**config.mk**
```make
export PLATFORM = sky130hd
export DESIGN_NAME = lane_status_regs
export DESIGN_NICKNAME = d
export VERILOG_FILES = /design/src/inc/lane_status_pkg.sv /design/src/design/lane_status_regs.sv /design/src/design/lane_lock_sync.sv /design/src/design/lane_error_counter.sv
export SDC_FILE = /design/constraint.sdc
export NUM_CORES = 1
export LEC_CHECK = 0
export ABC_AREA = 1
export BUFFER_PORTS_ARGS = -buffer_cell sky130_fd_sc_hd__buf_2
export CAP_MARGIN = 20
export CORE_ASPECT_RATIO = 0.9
export CORE_UTILIZATION = 50
export CTS_CLUSTER_DIAMETER = 120
export CTS_CLUSTER_SIZE = 8
export DETAILED_ROUTE_END_ITERATION = 10
export PLACE_DENSITY_LB_ADDON = 0.3
export SETUP_SLACK_MARGIN = 0.2
export SLEW_MARGIN = 20
export SYNTH_ARGS = -nofsm -noshare
export SYNTH_HDL_FRONTEND = slang
export SYNTH_HIERARCHICAL = 1
export SYNTH_SLANG_ARGS = --single-unit
```
**constraint.sdc**
```tcl
create_clock -name CLK_SYS -period 2.5 [get_ports CLK_SYS]
set_input_delay 0.5 -clock CLK_SYS [delete_from_list [all_inputs] [get_ports CLK_SYS]]
set_output_delay 0.5 -clock CLK_SYS [all_outputs]
set_load 0.02 [all_outputs]
```
**src/inc/lane_status_pkg.sv**
```systemverilog
`default_nettype none
package lane_status_pkg;

  // Geometry
  localparam int unsigned NUM_LANES   = 8;
  localparam int unsigned NUM_LINKS   = 2;
  localparam int unsigned LINK_LANES  = NUM_LANES * NUM_LINKS;
  localparam int unsigned ADDR_W      = 16;
  localparam int unsigned DATA_W      = 32;
  localparam int unsigned IDX_W       = 14;
  localparam int unsigned IRQ_W       = 16;

  // Register indices; byte address is four times the index
  localparam logic [IDX_W-1:0] IDX_LINK_PAGE  = 14'h0300;
  localparam logic [IDX_W-1:0] IDX_UNEXP_CTRL = 14'h046f;
  localparam logic [IDX_W-1:0] IDX_GROUP_LOCK = 14'h0470;
  localparam logic [IDX_W-1:0] IDX_ERR_THRESH = 14'h0310;
  localparam logic [IDX_W-1:0] IDX_IRQ_STATUS = 14'h0320;
  localparam logic [IDX_W-1:0] IDX_IRQ_ENABLE = 14'h0321;
  localparam logic [IDX_W-1:0] IDX_IRQ_CLEAR  = 14'h0322;
  localparam logic [IDX_W-1:0] IDX_CNT_CLEAR  = 14'h0323;

  // Field positions
  localparam int unsigned PAGE_POS     = 0;
  localparam int unsigned IRQ_UEK_LSB  = 0;
  localparam int unsigned IRQ_LOCK_LSB = 8;

  // Values after reset, and counter limits
  localparam logic [7:0]       THRESH_RESET = 8'h01;
  localparam logic [7:0]       STATUS_RESET = 8'h00;
  localparam logic [7:0]       COUNT_RESET  = 8'h00;
  localparam logic [7:0]       COUNT_MAX    = 8'hff;
  localparam logic [7:0]       COUNT_ONE    = 8'h01;
  localparam logic [IRQ_W-1:0] IRQ_RESET    = 16'h0000;
  localparam logic [DATA_W-1:0] RDATA_RESET = 32'h0000_0000;

  // Status of one link as the page shows it
  typedef struct packed {
    logic [NUM_LANES-1:0] unexp_flags;
    logic [NUM_LANES-1:0] group_lock;
  } link_status_t;

  // One APB request as presented by the master
  typedef struct packed {
    logic              sel;
    logic              enable;
    logic              write;
    logic [ADDR_W-1:0] addr;
    logic [DATA_W-1:0] wdata;
  } apb_req_t;

endpackage
`default_nettype wire

```
**src/design/lane_status_regs.sv**
```systemverilog
`timescale 1ns/100ps
`default_nettype none
module lane_status_regs (
  input  wire logic                                     CLK_SYS,
  input  wire logic                                     RST_N,
  input  wire logic                                     PSEL,
  input  wire logic                                     PENABLE,
  input  wire logic                                     PWRITE,
  input  wire logic [lane_status_pkg::ADDR_W-1:0]       PADDR,
  input  wire logic [lane_status_pkg::DATA_W-1:0]       PWDATA,
  output logic      [lane_status_pkg::DATA_W-1:0]       PRDATA,
  output logic                                          PREADY,
  output logic                                          PSLVERR,
  input  wire logic [lane_status_pkg::LINK_LANES-1:0]   UNEXP_CTRL_ERR,
  input  wire logic [lane_status_pkg::LINK_LANES-1:0]   GROUP_LOCK_RAW,
  output logic                                          IRQ
);
  import lane_status_pkg::*;

  // Word-aligned index match, used for every register
  function automatic logic reg_hit(input logic [ADDR_W-1:0] addr,
                                   input logic [IDX_W-1:0]  idx);
    reg_hit = (addr[1:0] == 2'b00) && (addr[ADDR_W-1:2] == idx);
  endfunction

  // Bus request carried as one struct
  apb_req_t req;

  assign req.sel    = PSEL;
  assign req.enable = PENABLE;
  assign req.write  = PWRITE;
  assign req.addr   = PADDR;
  assign req.wdata  = PWDATA;

  // Bus-facing registers
  logic [DATA_W-1:0] prdata_q;
  logic [DATA_W-1:0] prdata_d;
  logic              pready_q;
  logic              pslverr_q;
  logic              pslverr_d;
  logic              irq_q;
  logic              irq_d;

  // Software controls and interrupt status
  logic              link_page_q;
  logic              link_page_d;
  logic [7:0]        threshold_q;
  logic [7:0]        threshold_d;
  logic [IRQ_W-1:0]  irq_enable_q;
  logic [IRQ_W-1:0]  irq_enable_d;
  logic [IRQ_W-1:0]  irq_status_q;
  logic [IRQ_W-1:0]  irq_status_d;

  // Lane state
  logic [LINK_LANES-1:0] lock_sync;
  logic [LINK_LANES-1:0] lock_q;
  logic [LINK_LANES-1:0] uek_flag;
  logic [LINK_LANES-1:0] uek_prev_q;
  logic [LINK_LANES-1:0] cnt_clear;

  // Access phase decode
  logic access;
  logic rd_take;
  logic wr_fire;

  // Read data is latched in the first access cycle, PREADY follows one later
  assign access  = req.sel && req.enable;
  assign rd_take = access && !pready_q && !req.write;
  assign wr_fire = access && pready_q && req.write;

  // Address decode
  logic hit_page;
  logic hit_uek;
  logic hit_lock;
  logic hit_thresh;
  logic hit_status;
  logic hit_enable;
  logic hit_clear;
  logic hit_cnt_clr;
  logic mapped;

  assign hit_page    = reg_hit(req.addr, IDX_LINK_PAGE);
  assign hit_uek     = reg_hit(req.addr, IDX_UNEXP_CTRL);
  assign hit_lock    = reg_hit(req.addr, IDX_GROUP_LOCK);
  assign hit_thresh  = reg_hit(req.addr, IDX_ERR_THRESH);
  assign hit_status  = reg_hit(req.addr, IDX_IRQ_STATUS);
  assign hit_enable  = reg_hit(req.addr, IDX_IRQ_ENABLE);
  assign hit_clear   = reg_hit(req.addr, IDX_IRQ_CLEAR);
  assign hit_cnt_clr = reg_hit(req.addr, IDX_CNT_CLEAR);
  assign mapped      = hit_page | hit_uek | hit_lock | hit_thresh |
                       hit_status | hit_enable | hit_clear | hit_cnt_clr;

  // Lock inputs come from the lane receivers' own clocks
  lane_lock_sync u_lock_sync (
    .clk      (CLK_SYS),
    .rst_n    (RST_N),
    .raw_in   (GROUP_LOCK_RAW),
    .sync_out (lock_sync)
  );

  // Per lane of each link: error counter and status packing
  link_status_t link_status [NUM_LINKS];

  genvar gl;
  genvar gn;
  generate
    for (gl = 0; gl < NUM_LINKS; gl++) begin : g_link
      for (gn = 0; gn < NUM_LANES; gn++) begin : g_lane
        // Counter clear acts only on lanes of the paged link
        assign cnt_clear[gl*NUM_LANES+gn] = wr_fire && hit_cnt_clr &&
                                            (link_page_q == gl) && req.wdata[gn];

        // One flag per lane, bit position equals lane number
        lane_error_counter u_counter (
          .clk       (CLK_SYS),
          .rst_n     (RST_N),
          .err_pulse (UNEXP_CTRL_ERR[gl*NUM_LANES+gn]),
          .clear     (cnt_clear[gl*NUM_LANES+gn]),
          .threshold (threshold_q),
          .flag_q    (uek_flag[gl*NUM_LANES+gn])
        );

        assign link_status[gl].unexp_flags[gn] = uek_flag[gl*NUM_LANES+gn];
        assign link_status[gl].group_lock[gn]  = lock_q[gl*NUM_LANES+gn];
      end
    end
  endgenerate

  // Paged view of the two status registers
  link_status_t page_status;

  assign page_status = link_status[link_page_q];

  // Interrupt events: threshold reached, or lock lost, on any link
  logic [NUM_LANES-1:0] uek_rise;
  logic [NUM_LANES-1:0] lock_loss;
  logic [IRQ_W-1:0]     irq_events;

  generate
    for (gn = 0; gn < NUM_LANES; gn++) begin : g_event
      logic [NUM_LINKS-1:0] rise_per_link;
      logic [NUM_LINKS-1:0] loss_per_link;
      for (gl = 0; gl < NUM_LINKS; gl++) begin : g_ev_link
        assign rise_per_link[gl] = uek_flag[gl*NUM_LANES+gn] & ~uek_prev_q[gl*NUM_LANES+gn];
        assign loss_per_link[gl] = lock_q[gl*NUM_LANES+gn] & ~lock_sync[gl*NUM_LANES+gn];
      end
      assign uek_rise[gn]  = |rise_per_link;
      assign lock_loss[gn] = |loss_per_link;
    end
  endgenerate

  // Low byte: flag rises; high byte: lock losses
  assign irq_events = {lock_loss, uek_rise};

  // Software writes; status registers have no write path at all
  logic [IRQ_W-1:0] irq_clear_mask;

  // Write strobes reach the read-write words and the two write-only clear words only
  assign link_page_d    = (wr_fire && hit_page) ? req.wdata[PAGE_POS] : link_page_q;
  assign threshold_d    = (wr_fire && hit_thresh) ? req.wdata[7:0] : threshold_q;
  assign irq_enable_d   = (wr_fire && hit_enable) ? req.wdata[IRQ_W-1:0] : irq_enable_q;
  assign irq_clear_mask = (wr_fire && hit_clear) ? req.wdata[IRQ_W-1:0] : IRQ_RESET;

  // New event wins over a clear in the same cycle
  assign irq_status_d = (irq_status_q & ~irq_clear_mask) | irq_events;
  assign irq_d        = |(irq_status_q & irq_enable_q);

  // Read mux; lane status zero-extends to the word
  logic [DATA_W-1:0] rd_page;
  logic [DATA_W-1:0] rd_uek;
  logic [DATA_W-1:0] rd_lock;
  logic [DATA_W-1:0] rd_thresh;
  logic [DATA_W-1:0] rd_status;
  logic [DATA_W-1:0] rd_enable;

  // Each readable word, zero-extended to the bus
  assign rd_page   = {{(DATA_W-1){1'b0}}, link_page_q};
  assign rd_uek    = {{(DATA_W-NUM_LANES){1'b0}}, page_status.unexp_flags};
  assign rd_lock   = {{(DATA_W-NUM_LANES){1'b0}}, page_status.group_lock};
  assign rd_thresh = {{(DATA_W-8){1'b0}}, threshold_q};
  assign rd_status = {{(DATA_W-IRQ_W){1'b0}}, irq_status_q};
  assign rd_enable = {{(DATA_W-IRQ_W){1'b0}}, irq_enable_q};

  // Write-only clear registers and unmapped words read as zero
  assign prdata_d = !rd_take   ? prdata_q  :
                    hit_page   ? rd_page   :
                    hit_uek    ? rd_uek    :
                    hit_lock   ? rd_lock   :
                    hit_thresh ? rd_thresh :
                    hit_status ? rd_status :
                    hit_enable ? rd_enable :
                    RDATA_RESET;

  // Error only for unmapped words; writes to status words are quietly dropped
  assign pslverr_d = access && !pready_q && !mapped;

  // APB handshake: one wait state, fixed
  always_ff @(posedge CLK_SYS or negedge RST_N) begin
    if (!RST_N) begin
      pready_q <= 1'b0;
    end else begin
      pready_q <= access && !pready_q;
    end
  end

  // Error rides with PREADY and never outlives it
  always_ff @(posedge CLK_SYS or negedge RST_N) begin
    if (!RST_N) begin
      pslverr_q <= 1'b0;
    end else begin
      pslverr_q <= pslverr_d;
    end
  end

  // Read data holds until the next read replaces it
  always_ff @(posedge CLK_SYS or negedge RST_N) begin
    if (!RST_N) begin
      prdata_q <= RDATA_RESET;
    end else begin
      prdata_q <= prdata_d;
    end
  end

  // Link page; a switch applies to the very next read
  always_ff @(posedge CLK_SYS or negedge RST_N) begin
    if (!RST_N) begin
      link_page_q <= 1'b0;
    end else begin
      link_page_q <= link_page_d;
    end
  end

  // Threshold shared by every lane counter
  always_ff @(posedge CLK_SYS or negedge RST_N) begin
    if (!RST_N) begin
      threshold_q <= THRESH_RESET;
    end else begin
      threshold_q <= threshold_d;
    end
  end

  // Interrupt enables, same layout as the status
  always_ff @(posedge CLK_SYS or negedge RST_N) begin
    if (!RST_N) begin
      irq_enable_q <= IRQ_RESET;
    end else begin
      irq_enable_q <= irq_enable_d;
    end
  end

  // Lane lock status: reset to zero, refreshed every cycle
  always_ff @(posedge CLK_SYS or negedge RST_N) begin
    if (!RST_N) begin
      lock_q <= '0;
    end else begin
      lock_q <= lock_sync;
    end
  end

  // Last flag value; zero after reset so no false rise
  always_ff @(posedge CLK_SYS or negedge RST_N) begin
    if (!RST_N) begin
      uek_prev_q <= '0;
    end else begin
      uek_prev_q <= uek_flag;
    end
  end

  // Sticky interrupt status
  always_ff @(posedge CLK_SYS or negedge RST_N) begin
    if (!RST_N) begin
      irq_status_q <= IRQ_RESET;
    end else begin
      irq_status_q <= irq_status_d;
    end
  end

  // Level output, one cycle behind the status
  always_ff @(posedge CLK_SYS or negedge RST_N) begin
    if (!RST_N) begin
      irq_q <= 1'b0;
    end else begin
      irq_q <= irq_d;
    end
  end

  // Outputs straight from flip-flops
  assign PRDATA  = prdata_q;
  assign PREADY  = pready_q;
  assign PSLVERR = pslverr_q;
  assign IRQ     = irq_q;

endmodule // lane_status_regs
`default_nettype wire

```
**src/design/lane_lock_sync.sv**
```systemverilog
`timescale 1ns/100ps
`default_nettype none
module lane_lock_sync
  import lane_status_pkg::*;
(
  input  wire logic                  clk,
  input  wire logic                  rst_n,
  input  wire logic [LINK_LANES-1:0] raw_in,
  output logic      [LINK_LANES-1:0] sync_out
);

  logic [LINK_LANES-1:0] meta_q;
  logic [LINK_LANES-1:0] sync_q;

  // Two stages; the first is read by the second only
  always_ff @(posedge clk or negedge rst_n) begin
    if (!rst_n) begin
      meta_q <= '0;
      sync_q <= '0;
    end else begin
      meta_q <= raw_in;
      sync_q <= meta_q;
    end
  end

  assign sync_out = sync_q;

endmodule // lane_lock_sync
`default_nettype wire

```
**src/design/lane_error_counter.sv**
```systemverilog
`timescale 1ns/100ps
`default_nettype none
module lane_error_counter
  import lane_status_pkg::*;
(
  input  wire logic       clk,
  input  wire logic       rst_n,
  input  wire logic       err_pulse,
  input  wire logic       clear,
  input  wire logic [7:0] threshold,
  output logic            flag_q
);

  logic [7:0] count_q;
  logic [7:0] count_d;
  logic       flag_d;

  // Saturating count; an error in the clear cycle is kept as the first
  assign count_d = clear ? (err_pulse ? COUNT_ONE : COUNT_RESET) :
                   (err_pulse && (count_q != COUNT_MAX)) ? count_q + COUNT_ONE : count_q;

  // Flag follows the live count against the threshold
  assign flag_d = (count_d >= threshold);

  always_ff @(posedge clk or negedge rst_n) begin
    if (!rst_n) begin
      count_q <= COUNT_RESET;
      flag_q  <= 1'b0;
    end else begin
      count_q <= count_d;
      flag_q  <= flag_d;
    end
  end

endmodule // lane_error_counter
`default_nettype wire

```
**After elaboration in Yosys (flattened, before gate mapping)**

Cells that the tools add are included.

- Bits in registers: 284
- Output and inout port bits: 35

- Bitwise gates (word level): 77
- Multiplexer cells: 58
- $add $sub $neg: 16
- Reduce and logical (&&, ||, !) cells: 74
- Eq/ne operators: 24
- $lt $le $gt $ge: 17

Operator list:

| kind | count |
|---|---|
| $mux 8 | 32 |
| $mux 16 | 10 |
| $add 8x1->8 const B | 16 |
| $ge 8x8->1 | 16 |
| $ne 8x8->1 const B | 16 |
| $eq 14x10->1 const B | 6 |
| $logic_and 1x1->1 | 53 |
| $not 1->1 | 33 |
| $and 1x1->1 | 32 |
| $and 16x16->16 | 2 |
| $reduce_or 2->1 | 16 |
| $eq 14x11->1 const B | 2 |
| $mux 1 | 16 |
| $not 16->16 | 1 |
| $or 16x16->16 | 1 |
| $reduce_or 16->1 | 1 |
| $or 1x1->1 | 7 |
| $logic_not 1->1 | 3 |
| $ge 2x2->1 const B | 1 |
| $logic_not 2->1 | 1 |
| $not 1->2 | 1 |

**Depth between registers and ports, before layout**

- Word-level depth: 11
- Gate-level depth with buffers: 21
- Mapped depth without buffers: 21

**Cells and area by module**

Netlist, hierarchy kept.

Modules (own cells, without submodules):

| module | instances | cells an instance | seq. area each (um2) | area each (um2) |
|---|---|---|---|---|
| lane_error_counter | 16 | 105 | 225.2 | 748.2 |
| lane_status_regs | 1 | 536 | 2,303.5 | 4,568.1 |
| lane_lock_sync | 1 | 32 | 800.8 | 800.8 |

**Worst setup path after synthesis**

OpenSTA, ideal clock, no wires.

- Path type: in2reg
- Start point: input port PADDR[1] (netlist bit)
- End point: register g_link[0].g_lane[0].u_counter.flag_q
- Library setup time: 124 ps
- Stages on the path: 20
- Path slack: -285 ps
- Arrival time: 2,661 ps
- Cells stage by stage: nor2_4 > buf_4 > nand3_2 > nor2_4 > nand3_2 > nor4_4 > nand2_2 > nor2_1 > inv_1 > nand3_1 > nand3_1 > nand2_2 > inv_1 > ha_1 > inv_1 > a21boi_0 > o21bai_1 > nand2_1 > nand2_1 > nand2_1

- Word-level cells in the longest chain between the ends: 7

RTL lines:

| item | line | text |
|---|---|---|
| from (decl) | lane_status_regs.sv:9 | `input wire logic [lane_status_pkg::ADDR_W-1:0] PADDR,` |
| $logic_not 2->1 | lane_status_regs.sv:23 | `reg_hit = (addr[1:0] == 2'b00) && (addr[ADDR_W-1:2] == idx);` |
| $logic_and 1x1->1 | lane_status_regs.sv:23 |  |
| $logic_and 1x1->1 (2 in a row) | lane_status_regs.sv:110 | `assign cnt_clear[gl*NUM_LANES+gn] = wr_fire && hit_cnt_clr &&` |
| $logic_and 1x1->1 | lane_status_regs.sv:111 | `(link_page_q == gl) && req.wdata[gn];` |
| via cnt_clear[0] | lane_status_regs.sv:59 | `logic [LINK_LANES-1:0] cnt_clear;` |
| $mux 8 | lane_error_counter.sv:19 | `assign count_d = clear ? (err_pulse ? COUNT_ONE : COUNT_RESET) :` |
| via g_link[0].g_lane[0].u_counter.count_d[0] | lane_error_counter.sv:15 | `logic [7:0] count_d;` |
| $ge 8x8->1 | lane_error_counter.sv:23 | `assign flag_d = (count_d >= threshold);` |
| via g_link[0].g_lane[0].u_counter.flag_d | lane_error_counter.sv:16 | `logic flag_d;` |
| to (signal assigned) | lane_error_counter.sv:31 | `flag_q <= flag_d;` |
| to (decl) | lane_error_counter.sv:11 | `output logic flag_q` |

The timed path passes the listed nets, and every way through them passes these cells.
A chain may end at the register's enable or synchronous reset.

**Final worst setup path**

- Start point: register pready_q, in the netlist PREADY
- End point: register g_link[0].g_lane[6].u_counter.flag_q

- Word-level cells in the longest chain between the ends: 7

RTL lines:

| item | line | text |
|---|---|---|
| from (decl) | lane_status_regs.sv:38 | `logic pready_q;` |
| from (signal assigned) | lane_status_regs.sv:202 | `pready_q <= access && !pready_q;` |
| $logic_and 1x1->1 (2 in a row) | lane_status_regs.sv:69 | `assign wr_fire = access && pready_q && req.write;` |
| $logic_and 1x1->1 (2 in a row) | lane_status_regs.sv:110 |  |
| $logic_and 1x1->1 | lane_status_regs.sv:111 |  |
| via cnt_clear[6] | lane_status_regs.sv:59 |  |
| $mux 8 | lane_error_counter.sv:19 |  |
| via g_link[0].g_lane[6].u_counter.count_d[2] | lane_error_counter.sv:15 |  |
| $ge 8x8->1 | lane_error_counter.sv:23 |  |
| via g_link[0].g_lane[6].u_counter.flag_d | lane_error_counter.sv:16 |  |
| to (signal assigned) | lane_error_counter.sv:31 |  |
| to (decl) | lane_error_counter.sv:11 |  |

The timed path passes the listed nets, and every way through them passes these cells.

==> metrics.cfg <==
[floorplan]
die_h_um = 179
coreArea_um2 = 34000
die_area_um2 = 35400
initial_core_util_pct = 51.0
num_io_pins = 120
die_width_um = 198
rows = 64

[power]
power.switching_mw = 7.58
clockPowerShare_pct = 25.4
power_density_nw_per_um2 = 866
internal_power_mw = 11.7
ir_drop_v = 0.000588
p_total_mw = 19.3
p_leak_nw = 11.0
pwr-share-seq_pct = 34.8
power_frac_comb_pct = 39.8
sw_frac_of_total_pct = 39.3

[placed_design]
placedCellCount = 2894
io_buffers = 87
dpl_cell_area_um2 = 19200
dpl_worst_slack_ns = -0.835
dp_hpwl_um = 31800
gp_congestion = 0.891

[finish]
design_area_um2 = 22300
final_cell_mix = nand2_1 (446), inv_1 (314), dfrtp_1 (267)
drive_above_1_share_pct = 29.4
layout.nets = 2760
final_common_cell = nand2_1
final_cells = 3002
syn_to_final_growth_pct = 28.6

[logic_synthesis]
ys_seq_area_share_pct = 38.7
ys_warn_count = 6
synth-seq-cells = 268
synth_cell_type_count = 38
syn_avg_cell_area_um2 = 7.71
syn_area_um2 = 17300
syn_inst = 2248

[setup_path]
crit_chain = inv_2 -> nor4_4 -> buf_6 -> nand2_8 -> buf_6 -> buf_6 -> nor2_4 -> inv_2 -> buf_6 -> buf_6 -> nand2_4 -> nor2_4 -> ha_1 -> nand2_1 -> o21bai_4 -> nand2_2 -> nand2_1 -> nand2_1
cpMostUsedCell = buf_6
worstSetupEndpointType = register
cp.required_ns = 2.92
arrival_ns = 2.99
crit_fanout = 5
cp_num_buf_inv = 7
cpMaxStageDelayCell = dfrtp_1
criticalPathCategory = reg2reg
cp_slowest_stage_delay_ns = 0.36
start_kind = register
crit_family = simple AND/OR/NAND/NOR gates

[route]
antenna_left = 0
totalWireLength_um = 47100
drt_pass1_iterations = 6
drc = 0
wl_per_cell_um = 15.7
drt_iter0_drc = 1067
vias = 15906
viasPerCell = 5.30

[timing]
rsz0062_at_grt = true
hold_viol_final = 0
max-slew-margin-rel_pct = 62.3
hold_ws_ns = 0.0607
setup-violations-final = 1
slew_violations = 0
post-route-period-util_pct = 103
fmax_mhz = 389
clock_skew_ns = 0.0287
period_minus_slack_ns = 2.57
worstMarginPinSlew_ns = 0.560
worst_slack_ns = -0.0734

[min_path]
hold_path.class = in2reg

[global_route]
antenna_found_initial = 2
grt_pass1_wl_um = 74200
grt_max_degree = 63
overflow = 0
track_usage_pct = 26.0
grt_pass1_vias = 15346

[cts]
numCtsBuffers = 39
clkTransAtPathRegs_ns = 0.05
cts_root_buf = clkbuf_16
cts_sinks = 268
htree_levels = 2
cts_tree = yes
cts_max_path_buffers = 3
clk_latency_ns = 0.55

[run_status]
violations = setup timing
status = complete, but fails checks

[flow_run]
cap_violations = 0

cell type report:
class / count / area (µm²)
timing repair buffer: 275 / 2210
multi-input combinational: 1558 / 10200
sequential: 268 / 6710
clock buffer: 45 / 998
fill: 2672 / 11700
inverter: 389 / 1490
tap: 462 / 578
clock inverter: 4 / 100
antenna: 1 / 2.50
flip-flops by register name, summed over array words and instances, names as in the netlist, 8 cells and up:
name / cells
g_link.g_lane.u_counter/count_q: 128
PRDATA: 16
g_link.g_lane.u_counter/flag_q: 16
irq_enable_q: 16
irq_status_q: 16
lock_q: 16
u_lock_sync/meta_q: 16
u_lock_sync/sync_out: 16
uek_prev_q: 16
threshold_q: 8
stage by stage:
stage	util [%]	setup TNS, ns
4_1_cts	63.2	-0.124
3_5_place_dp	56.5	-14.29
3_3_place_gp	56.5	-10.56
6_report	65.5	-0.0734
2_1_floorplan	-	-4.19
5_1_grt	65.5	-1.31
power by group through the flow:
stage	Clock (mW)	Combinational [mW]	Sequential [mW]
6_report	4.91	7.69	6.72
3_5_place_dp	0	6.38	6.72
3_3_place_gp	0	6.05	6.67
4_1_cts	5.01	7.00	6.66
5_1_grt	5.19	8.74	6.86
2_1_floorplan	0	4.76	6.36
synthesized netlist by cell type, drive strengths merged:
cell type / count / area share (%)
a21boi: 16 / 0.69
a21oi: 89 / 2.9
a221oi: 1 / 0.051
a22o: 2 / 0.10
and2: 1 / 0.036
buf: 42 / 1.6
clkbuf: 6 / 0.13
conb: 1 / 0.022
dfrtp: 267 / 39
dfstp: 1 / 0.15
ha: 144 / 10
inv: 389 / 8.4
nand2: 565 / 14
nand3: 164 / 4.9
nand4: 86 / 3.1
nor2: 285 / 7.9
nor3: 70 / 2.0
nor3b: 1 / 0.072
nor4: 2 / 0.25
o2111ai: 8 / 0.40
o21ai: 67 / 2.1
o21bai: 16 / 0.69
o221ai: 16 / 0.81
o22ai: 9 / 0.32
logic make-up (layout without fill, tap and decap cells):
logic type,after synthesis,after routing,synth area share [%]
buffers and inverters,437,713,10.1
adders and majority gates,144,144,10.4
DFF,268,268,38.7
and+or+nand+nor,1174,1174,32.7
AOI/OAI and AO/OA,224,224,8.10
other,1,17,0.0216
metal layers:
metal	global-route usage (%)	wire length [µm]
met1	33.6	20300
met2	43.9	22800
met3	4.53	2700
met4	9.40	1310
met5	0	0
final timing paths:
check	start	end	slack [ns]	depth (start not counted)
max in group asynchronous	RST_N	g_link[0].g_lane[1].u_counter/count_q[0]$_DFF_PN0_	1.24	3
min	GROUP_LOCK_RAW[1]	u_lock_sync/meta_q[1]$_DFF_PN0_	0.06	1
max reg2reg	PREADY$_DFF_PN0_	g_link[0].g_lane[6].u_counter/flag_q$_DFF_PN0_	-0.07	18
min reg2reg	u_lock_sync/meta_q[9]$_DFF_PN0_	u_lock_sync/sync_out[9]$_DFF_PN0_	0.34	0
max	PREADY$_DFF_PN0_	g_link[0].g_lane[6].u_counter/flag_q$_DFF_PN0_	-0.07	18
min in group asynchronous	RST_N	g_link[1].g_lane[1].u_counter/count_q[7]$_DFF_PN0_	0.42	2
what timing repair did:
item | in CTS | in global routing
gates resized for setup | 214 | 163
pin swaps | 135 | 110
setup endpoints to repair | 16 | 19
hold buffers | 1 | 0
endpoints found under the hold margin | 41 | 0
setup buffers | 40 | 17
(Power assumes the default switching activity.)
